<file path="src/hdl/flash_lock_pkg.sv">
// Purpose: shared constants and types for the flash lock-and-key block
// Assumes: 8-bit special register space, one system clock
// Notes: lock state codes are the values read back in bits 1-0
package flash_lock_pkg;

    // ------------------------------------------------------------
    // register map
    // ------------------------------------------------------------
    localparam logic [7:0] flash_lock_key_addr = 8'hb7;
    localparam logic [7:0] flash_lock_key_reset = 8'h00;

    // ------------------------------------------------------------
    // key values
    // ------------------------------------------------------------
    localparam logic [7:0] key_first = 8'ha5;
    localparam logic [7:0] key_second = 8'hf1;

    // ------------------------------------------------------------
    // lock state
    // ------------------------------------------------------------
    typedef enum logic [1:0]
    {
        lock_locked = 2'b00,
        lock_first_ok = 2'b01,
        lock_open = 2'b10,
        lock_dead = 2'b11
    } lock_state_t;

    typedef struct packed
    {
        logic wr;
        logic rd;
        logic [7:0] addr;
        logic [7:0] wdata;
    } reg_req_t;

    typedef struct packed
    {
        logic start;
        logic done;
    } flash_op_t;

endpackage

</file>
<file path="src/hdl/flash_write_lock_key.sv">
// Purpose: flash write/erase lock-and-key register block
// Assumes: processor register port with one-cycle read and write strobes
// Notes: flash op start is blocked unless the lock is open
`timescale 1ns/1ns
module flash_write_lock_key
(
    // clock, reset, enable
    input wire logic clk_sys,
    input wire logic rst,
    input wire logic ce,
    // register port
    input wire flash_lock_pkg::reg_req_t req,
    output logic [7:0] rdata_q,
    output logic rvalid_q,
    // flash controller
    input wire logic op_req,
    input wire logic op_done,
    output logic op_go_q,
    output logic op_blocked_q,
    // status
    output logic grant_q,
    output logic [1:0] lock_state_q
);

    // ------------------------------------------------------------
    // decode
    // ------------------------------------------------------------
    flash_lock_pkg::lock_state_t state;
    flash_lock_pkg::flash_op_t op;
    wire logic hit = req.addr == flash_lock_pkg::flash_lock_key_addr;
    wire logic key_wr = req.wr && hit;
    wire logic rd_hit = req.rd && hit;
    wire logic [7:0] read_word = {6'h00, state};
    wire logic go = op_req && state == flash_lock_pkg::lock_open;

    assign op = '{start: op_req, done: op_done};

    lock_fsm u_fsm
    (
        .clk_sys(clk_sys),
        .rst(rst),
        .ce(ce),
        .key_wr(key_wr),
        .key_val(req.wdata),
        .op(op),
        .state_q(state),
        .grant_q(grant_q)
    );

    // ------------------------------------------------------------
    // outputs
    // ------------------------------------------------------------
    always_ff @(posedge clk_sys)
    begin
        if (rst)
        begin
            rdata_q <= flash_lock_pkg::flash_lock_key_reset;
            rvalid_q <= 1'b0;
            op_go_q <= 1'b0;
            op_blocked_q <= 1'b0;
            lock_state_q <= flash_lock_pkg::lock_locked;
        end
        else if (ce)
        begin
            rvalid_q <= rd_hit;
            if (rd_hit)
                rdata_q <= read_word;
            op_go_q <= go;
            op_blocked_q <= op_req && !go;
            lock_state_q <= state;
        end
    end

    // ------------------------------------------------------------
    // checks: key sequence and reset
    // ------------------------------------------------------------
    property p_first_key;
        @(posedge clk_sys) disable iff (rst)
        ce && key_wr && !op_req && req.wdata == flash_lock_pkg::key_first
        && state == flash_lock_pkg::lock_locked
        |=> state == flash_lock_pkg::lock_first_ok;
    endproperty
    a_first_key: assert property (p_first_key)
        else $error("first key not accepted");

    property p_key_opens;
        @(posedge clk_sys) disable iff (rst)
        ce && key_wr && req.wdata == flash_lock_pkg::key_second && !op_req
        && state == flash_lock_pkg::lock_first_ok
        |=> state == flash_lock_pkg::lock_open;
    endproperty
    a_key_opens: assert property (p_key_opens)
        else $error("key pair did not open");

    property p_bad_first;
        @(posedge clk_sys) disable iff (rst)
        ce && key_wr && req.wdata != flash_lock_pkg::key_first
        && state == flash_lock_pkg::lock_locked
        |=> state == flash_lock_pkg::lock_dead;
    endproperty
    a_bad_first: assert property (p_bad_first)
        else $error("bad first key did not lock out");

    property p_bad_second;
        @(posedge clk_sys) disable iff (rst)
        ce && key_wr && req.wdata != flash_lock_pkg::key_second
        && state == flash_lock_pkg::lock_first_ok
        |=> state == flash_lock_pkg::lock_dead;
    endproperty
    a_bad_second: assert property (p_bad_second)
        else $error("bad second key did not lock out");

    // a key write while open is out of sequence, even a correct-looking one
    property p_key_while_open;
        @(posedge clk_sys) disable iff (rst)
        ce && key_wr && state == flash_lock_pkg::lock_open
        |=> state == flash_lock_pkg::lock_dead;
    endproperty
    a_key_while_open: assert property (p_key_while_open)
        else $error("key write while open did not lock out");

    property p_done_closes;
        @(posedge clk_sys) disable iff (rst)
        ce && op_done && !key_wr && state == flash_lock_pkg::lock_open
        |=> state == flash_lock_pkg::lock_locked;
    endproperty
    a_done_closes: assert property (p_done_closes)
        else $error("done did not close lock");

    property p_reset_locked;
        @(posedge clk_sys)
        rst |=> state == flash_lock_pkg::lock_locked;
    endproperty
    a_reset_locked: assert property (p_reset_locked)
        else $error("reset did not lock");

    property p_reset_outputs;
        @(posedge clk_sys)
        rst |=> !rvalid_q && !op_go_q && !op_blocked_q && !grant_q
        && lock_state_q == flash_lock_pkg::lock_locked;
    endproperty
    a_reset_outputs: assert property (p_reset_outputs)
        else $error("outputs not cleared by reset");

    // ------------------------------------------------------------
    // checks: flash operation gate
    // ------------------------------------------------------------
    // ce low freezes the pulse, so only judge it on the edge that made it
    property p_no_go_closed;
        @(posedge clk_sys) disable iff (rst)
        $past(ce) && op_go_q |-> $past(state) == flash_lock_pkg::lock_open;
    endproperty
    a_no_go_closed: assert property (p_no_go_closed)
        else $error("op issued while closed");

    property p_go_when_open;
        @(posedge clk_sys) disable iff (rst)
        ce && op_req && state == flash_lock_pkg::lock_open
        |=> op_go_q && !op_blocked_q;
    endproperty
    a_go_when_open: assert property (p_go_when_open)
        else $error("op refused while open");

    property p_blocked_flag;
        @(posedge clk_sys) disable iff (rst)
        ce && op_req && state != flash_lock_pkg::lock_open
        |=> op_blocked_q && !op_go_q;
    endproperty
    a_blocked_flag: assert property (p_blocked_flag)
        else $error("op while closed not flagged as blocked");

    property p_idle_no_op;
        @(posedge clk_sys) disable iff (rst)
        ce && !op_req |=> !op_go_q && !op_blocked_q;
    endproperty
    a_idle_no_op: assert property (p_idle_no_op)
        else $error("op pulse without a request");

    // ------------------------------------------------------------
    // checks: register readback
    // ------------------------------------------------------------
    property p_readback;
        @(posedge clk_sys) disable iff (rst)
        ce && rd_hit |=> rvalid_q && rdata_q == {6'h00, $past(state)};
    endproperty
    a_readback: assert property (p_readback)
        else $error("readback wrong");

    property p_no_stray_valid;
        @(posedge clk_sys) disable iff (rst)
        ce && !rd_hit |=> !rvalid_q;
    endproperty
    a_no_stray_valid: assert property (p_no_stray_valid)
        else $error("read valid without a key register read");

    // software may sample read data late, so it must not drift between reads
    property p_rdata_holds;
        @(posedge clk_sys) disable iff (rst)
        !(ce && rd_hit) |=> $stable(rdata_q);
    endproperty
    a_rdata_holds: assert property (p_rdata_holds)
        else $error("read data changed without a read");

    property p_state_mirror;
        @(posedge clk_sys) disable iff (rst)
        $past(ce) && !$past(rst) |-> lock_state_q == $past(state);
    endproperty
    a_state_mirror: assert property (p_state_mirror)
        else $error("status copy does not follow lock state");

endmodule

</file>
<file path="src/hdl/lock_fsm.sv">
// Purpose: lock-and-key state machine for flash write and erase permission
// Assumes: key writes and flash events are single-cycle pulses on clk_sys
// Notes: a flash start while not open blocks the op and kills the lock
`timescale 1ns/1ns
module lock_fsm
(
    // clock and reset
    input wire logic clk_sys,
    input wire logic rst,
    input wire logic ce,
    // key write
    input wire logic key_wr,
    input wire logic [7:0] key_val,
    // flash operation
    input wire flash_lock_pkg::flash_op_t op,
    // state
    output flash_lock_pkg::lock_state_t state_q,
    output logic grant_q
);

    flash_lock_pkg::lock_state_t state_d;
    wire is_first = key_val == flash_lock_pkg::key_first;
    wire is_second = key_val == flash_lock_pkg::key_second;

    always_comb
    begin
        state_d = state_q;
        unique case (state_q)
            flash_lock_pkg::lock_locked:
            begin
                if (op.start)
                    state_d = flash_lock_pkg::lock_dead;
                else if (key_wr)
                    state_d = is_first ? flash_lock_pkg::lock_first_ok
                                       : flash_lock_pkg::lock_dead;
            end
            flash_lock_pkg::lock_first_ok:
            begin
                if (op.start)
                    state_d = flash_lock_pkg::lock_dead;
                else if (key_wr)
                    state_d = is_second ? flash_lock_pkg::lock_open
                                        : flash_lock_pkg::lock_dead;
            end
            flash_lock_pkg::lock_open:
            begin
                // any further key write while open departs from the sequence
                if (key_wr)
                    state_d = flash_lock_pkg::lock_dead;
                else if (op.done)
                    state_d = flash_lock_pkg::lock_locked;
            end
            flash_lock_pkg::lock_dead:
                state_d = flash_lock_pkg::lock_dead;
        endcase
    end

    always_ff @(posedge clk_sys)
    begin
        if (rst)
        begin
            state_q <= flash_lock_pkg::lock_locked;
            grant_q <= 1'b0;
        end
        else if (ce)
        begin
            state_q <= state_d;
            grant_q <= state_d == flash_lock_pkg::lock_open;
        end
    end

    property p_dead_sticks;
        @(posedge clk_sys) disable iff (rst)
        state_q == flash_lock_pkg::lock_dead |=> state_q == flash_lock_pkg::lock_dead;
    endproperty
    a_dead_sticks: assert property (p_dead_sticks)
        else $error("lockout left without reset");

    property p_blocked_start;
        @(posedge clk_sys) disable iff (rst)
        ce && op.start && state_q != flash_lock_pkg::lock_open
        |=> state_q == flash_lock_pkg::lock_dead;
    endproperty
    a_blocked_start: assert property (p_blocked_start)
        else $error("start while locked did not lock out");

endmodule

</file>
<file path="config.mk">
export PLATFORM = sky130hd
export DESIGN_NAME = flash_write_lock_key
export DESIGN_NICKNAME = d
export VERILOG_FILES = /design/src/hdl/flash_lock_pkg.sv /design/src/hdl/flash_write_lock_key.sv /design/src/hdl/lock_fsm.sv
export SDC_FILE = /design/constraint.sdc
export NUM_CORES = 1
export LEC_CHECK = 0
export BUFFER_PORTS_ARGS = -buffer_cell sky130_fd_sc_hd__buf_4
export CAP_MARGIN = 25
export CORE_MARGIN = 2
export CORE_UTILIZATION = 35
export DETAILED_ROUTE_END_ITERATION = 6
export GPL_TIMING_DRIVEN = 0
export PLACE_DENSITY = 0.76
export SLEW_MARGIN = 20
export SYNTH_ARGS = -nofsm -noshare
export SYNTH_HDL_FRONTEND = slang
export SYNTH_SLANG_ARGS = --single-unit
export TNS_END_PERCENT = 1
</file>
<file path="constraint.sdc">
create_clock -name clk_sys -period 1.4 [get_ports clk_sys]
set_clock_uncertainty 0.2 [all_clocks]
set_input_delay 0.21 -clock clk_sys [delete_from_list [all_inputs] [get_ports clk_sys]]
set_output_delay 0.21 -clock clk_sys [all_outputs]
set_load 0.02 [all_outputs]
</file>
# Yosys cells after proc, flatten, opt, wreduce, memory -nomap -nowiden
# Index checks and enable logic that the tools add are counted.
[classes] bitwise_logic=0 muxes=9 multipliers=0 div_mod_pow=0 n_eq_ne=7 n_lt_le_gt_ge=0 reduce_logical=7 shifts=0 addsub=0
[op_table] operator="8-bit equality test, second input constant" n=3
[op_table] operator="2-bit 2-to-1 mux" n=7
[op_table] operator="2-bit one-hot mux with 4 select lines" n=1
[op_table] operator="2-bit equality test, second input constant" n=3
[op_table] operator="1-bit logical AND" n=4
[op_table] operator="2-bit by 1-bit equality test with 1-bit output, second input constant" n=1
[op_table] operator="2-bit logical NOT" n=1
[op_table] operator="2-bit AND reduction" n=1
[op_table] operator="1-bit logical NOT" n=1
[op_table] operator="1-bit 2-to-1 mux" n=1
[word_totals] ff_bits=10 out_inout_bits=14 mem_bits_rw=0 inputBits=23 latchBits=0 romBits=0 n_memories=0

# Depth between registers and ports, before layout
[logic_depth] depth_word=6 depth_mapped=5

# Hierarchy
# From an unflattened synthesis, not the netlist that was laid out.
[hier_totals] cells_unflattened=63 area_unflattened_um2=606.8
[by_module_without_submodules] mod="flash_write_lock_key" area_each_um2=402.9 seq_area_each_um2=140.1 instances=1 cells_per_inst=40
[by_module_without_submodules] mod="lock_fsm" area_each_um2=203.9 seq_area_each_um2=60.1 instances=1 cells_per_inst=23

# Worst setup path after synthesis
# OpenSTA, ideal clock, no wires.
[synth_timing] kind="reg2reg" from="register u_fsm.state_q[0]" to="register u_fsm.state_q[0]" setup_slack_ns=-0.035 t_arrival_ns=1.135 t_required_ns=1.100 n_path_buf=0 path_stages_with_launch=5 path_cell_list="dfxtp_1 and4b_1 and4_1 and4_4 a2111oi_4"
[synth_between] elab_chain_cells=3
[synth_rtl] element="from (decl)" line_no="lock_fsm.sv:17" rtl="output flash_lock_pkg::lock_state_t state_q,"
[synth_rtl] element="from (signal assigned)" line_no="lock_fsm.sv:62" rtl="state_q <= flash_lock_pkg::lock_locked;"
[synth_rtl] element="from (signal assigned)" line_no="lock_fsm.sv:67" rtl="state_q <= state_d;"
[synth_rtl] element="2-bit 2-to-1 mux, on equally long branches" line_no="lock_fsm.sv:50, lock_fsm.sv:33, lock_fsm.sv:41"
[synth_rtl] element="2-bit 2-to-1 mux, on equally long branches" line_no="lock_fsm.sv:48, lock_fsm.sv:31, lock_fsm.sv:39"
[synth_rtl] element="2-bit one-hot mux with 4 select lines (*)" line_no="lock_fsm.sv:28" rtl="unique case (state_q)"
# Every way passes the cells marked *; elsewhere a longest branch is shown, timed or not.
# A chain may end at the register's enable or synchronous reset.

# Worst setup path in the final report
[layout_timing] from="register u_fsm.state_q[1]" to="register u_fsm.state_q[0]"
[layout_between] elab_chain_cells=2
[layout_rtl] element="2-bit equality test (tied with other cells)" line_no="lock_fsm.sv:28"
[layout_rtl] element="2-bit one-hot mux with 4 select lines (*)" line_no="lock_fsm.sv:28"
# Marks and branches as above.

==> impl_metrics.py <==
metrics = {
    "status": {
        "run_status": "finished, final reports clean",
    },
    "floorplan": {
        "floorplan.initialDensity": 0.3731,
        "die_height_um": 43.84,
        "die_area_um2": 1922,
        "num_io_pins": 37,
        "die_span_x_um": 43.84,
        "std_cell_rows": 14,
        "floorplan.core_area_um2": 1489,
    },
    "pwr": {
        "vdd_ir_drop_max_mv": 0.5684,
        "post-layout-total-power_mw": 0.6588,
        "power_density_nw_per_um2": 745.8,
        "power.leakage_nw": 0.4001,
    },
    "synthesis": {
        "synth_top_area_share": 0.3604,
        "post-synth-top-count-cell": "sky130_fd_sc_hd__dfxtp_1",
        "synth_enable_flop_cells": 0,
        "synth_sequential_area_ratio": 0.3604,
        "ys.warnings.count": 0,
        "netlist_area_um2": 555.5,
        "yosys-top-cells-area": "sky130_fd_sc_hd__dfxtp_1 36%, sky130_fd_sc_hd__buf_4 9.5%, sky130_fd_sc_hd__mux2i_1 7.2%",
        "postSynth.topFlopCell": "sky130_fd_sc_hd__dfxtp_1",
        "yosysTopAreaCell": "sky130_fd_sc_hd__dfxtp_1",
        "synth_top_cells_by_count": "10 x sky130_fd_sc_hd__dfxtp_1, 7 x sky130_fd_sc_hd__buf_4, 7 x sky130_fd_sc_hd__nand2_1, 7 x sky130_fd_sc_hd__nor2_1, 4 x sky130_fd_sc_hd__mux2i_1",
        "synthCells": 64,
        "synth_cell_types": 26,
        "async_flop_share": 0,
        "ys_seq_elements": 10,
        "synth_area_per_inst_um2": 8.680,
    },
    "critical_path": {
        "path_max_fanout": 6,
        "worst_ep_required_time_ns": 1.32,
        "critPathKind": "reg2reg",
        "critical_path.max_stage_delay_ns": 0.35,
        "timing.critical_path.cells": "nor2_2, and4_1, and4_4, a2111oi_4",
        "end_kind": "register",
        "critPathSlowestCell": "sky130_fd_sc_hd__dfxtp_2",
        "timing.critical_path.arrival_ns": 1.32,
        "start_kind": "register",
    },
    "cts": {
        "cts_tree": "done",
        "clock_sink_count": 10,
        "clock_path_buffers": 2,
        "ctsRootBufferMaster": "sky130_fd_sc_hd__clkbuf_4",
        "ctsHtreeMaxLevel": 1,
        "clock_latency_on_the_worst_skew_pair_ns": 0.26,
        "cts.reportedPaths.clkPinSlew_ns": 0.06,
        "tritoncts.num_buffers": 3,
        "post_cts_hold_buffer_count": 0,
    },
    "cells_and_area": {
        "layout-area-overhead-vs-synth_pct": 59.01,
        "layout.filler_cells": 146,
        "layout-drive-gt1-share": 0.4804,
        "layout.cell_area.non_filler_um2": 883.3,
        "diodes": 0,
        "nets": 127,
    },
    "route": {
        "drc_errors": 0,
        "route.vias.total": 587,
        "detail-route-antenna-nets": 0,
        "vias_per_cell": 4.975,
        "detail_route.iter0.violations": 4,
        "dr.pass1.iters": 4,
        "post_drt_wl_per_cell_um": 11.78,
        "drt_wl_total_um": 1390,
    },
    "timing": {
        "finalHoldViolations": 0,
        "grt_setup_unrepaired": "true",
        "setup_viol": 0,
        "clock.fmax_mhz": 714.4,
        "post-route-period-util": 0.9998,
        "finalMaxSlewViolations": 0,
        "timing.max_slew.rel_slack": 0.6520,
        "worstMarginPinSlew_ns": 0.5219,
        "post-route-min-period_ns": 1.400,
        "whs_ns": 0.04580,
    },
    "min_path": {
        "min-delay-path-class": "in2reg",
    },
    "global_route": {
        "grt_overflow": 0,
        "grt_start_max_net_pins": 11,
        "grt_antenna_before_repair": 0,
        "via_count_of_the_first_global_routing_pass": 491,
        "groute.usage.overall": 0.1455,
        "grt_pass1_wl_um": 2056,
    },
    "placement": {
        "io_buffers": 29,
        "gp_congestion": 0.7987,
        "dp_hpwl_um": 1080,
        "dpl_cell_area_um2": 813.3,
    },
    "run": {
        "cap_violations": 0,
    },
}
-- worst max-delay path, delay by kind of cell (launching register included) --
kind             cells  cell delay (ns)
flip-flops           1             0.35
AND/OR/NAND/NOR      3             0.68
AO/OA/AOI/OAI        1             0.03
-- metrics by stage --
step,setup slack [ns],util,cells,setup TNS (ns)
final,0.0003194,0.5933,118,0
after global routing,-0.06568,0.5933,118,-0.1122
after detailed placement,-0.1779,0.5462,114,-0.5955
after CTS,0.004570,0.5731,118,0
after floorplan,0.01986,-,69,0
after global placement,-0.1670,0.5462,114,-0.5570
-- what timing repair did --
item / 4_1_cts / 5_1_grt
gates resized for setup: 3 / 6
setup endpoints to repair: 2 / 4
setup buffers: 1 / 0
pin swaps: 5 / 2
-- final cells by class --
cell class                      instances  area, µm²  area share
Buffer                                  8      56.30     0.06374
Timing Repair Buffer                   30      225.2      0.2550
Sequential cell                        10      205.2      0.2323
Clock buffer                            3      22.52     0.02550
Multi-Input combinational cell         48      342.8      0.3881
Tap cell                               16      20.02     0.02266
Inverter                                3      11.26     0.01275
-- sequential cells by signal, summed over array words and instances, names as in the netlist --
signal	count
rdata_q	2
lock_state_q	2
op_go_q	1
op_blocked_q	1
rvalid_q	1
u_fsm.grant_q	1
u_fsm.state_q	2
-- power breakdown --
group	switching, mW	internal (mW)	total, mW
Combinational	0.0778	0.0878	0.166
Sequential	0.00957	0.295	0.305
Clock	0.0897	0.0988	0.188
Total	0.177	0.482	0.659
-- per-layer routing --
layer / routed length, µm / up-vias / track usage
met5: 0 / - / 0
met4: 0 / 0 / 0.05455
met3: 126 / 0 / 0.04583
met2: 660 / 25 / 0.2382
met1: 603 / 268 / 0.1772
li1: - / 294 / -
-- cells in the final DEF, fill, tap and decap left out, drive strengths merged, types with 2 or more instances in the layout --
cell,n
clkbuf,4
buf,37
inv,3
conb,6
a2111oi,2
nor2,7
dfxtp,10
nand3,2
nand2,7
a31oi,2
a21oi,3
nor3,2
nand4b,2
mux2i,4
and4,2
-- path summary, 6_finish.rpt --
path                                       start                to  slack, ns  cells after the start
worst min-delay path                     req[16]          rvalid_q       0.05                      3
worst max register to register  u_fsm.state_q[1]  u_fsm.state_q[0]     0.0003                      4
worst max-delay path            u_fsm.state_q[1]  u_fsm.state_q[0]     0.0003                      4
worst min register to register      op_blocked_q      op_blocked_q       0.25                      2
-- cell families after synthesis --
group                  count (synthesis)  share of synthesized area
buffers and inverters                 11                     0.1216
flip-flops                            10                     0.3604
multiplexers                           4                    0.07207
AO/OA/AOI/OAI                          9                     0.1419
AND/OR/NAND/NOR                       29                     0.2974
other                                  1                   0.006750
Power figures use the tool's default switching activity.
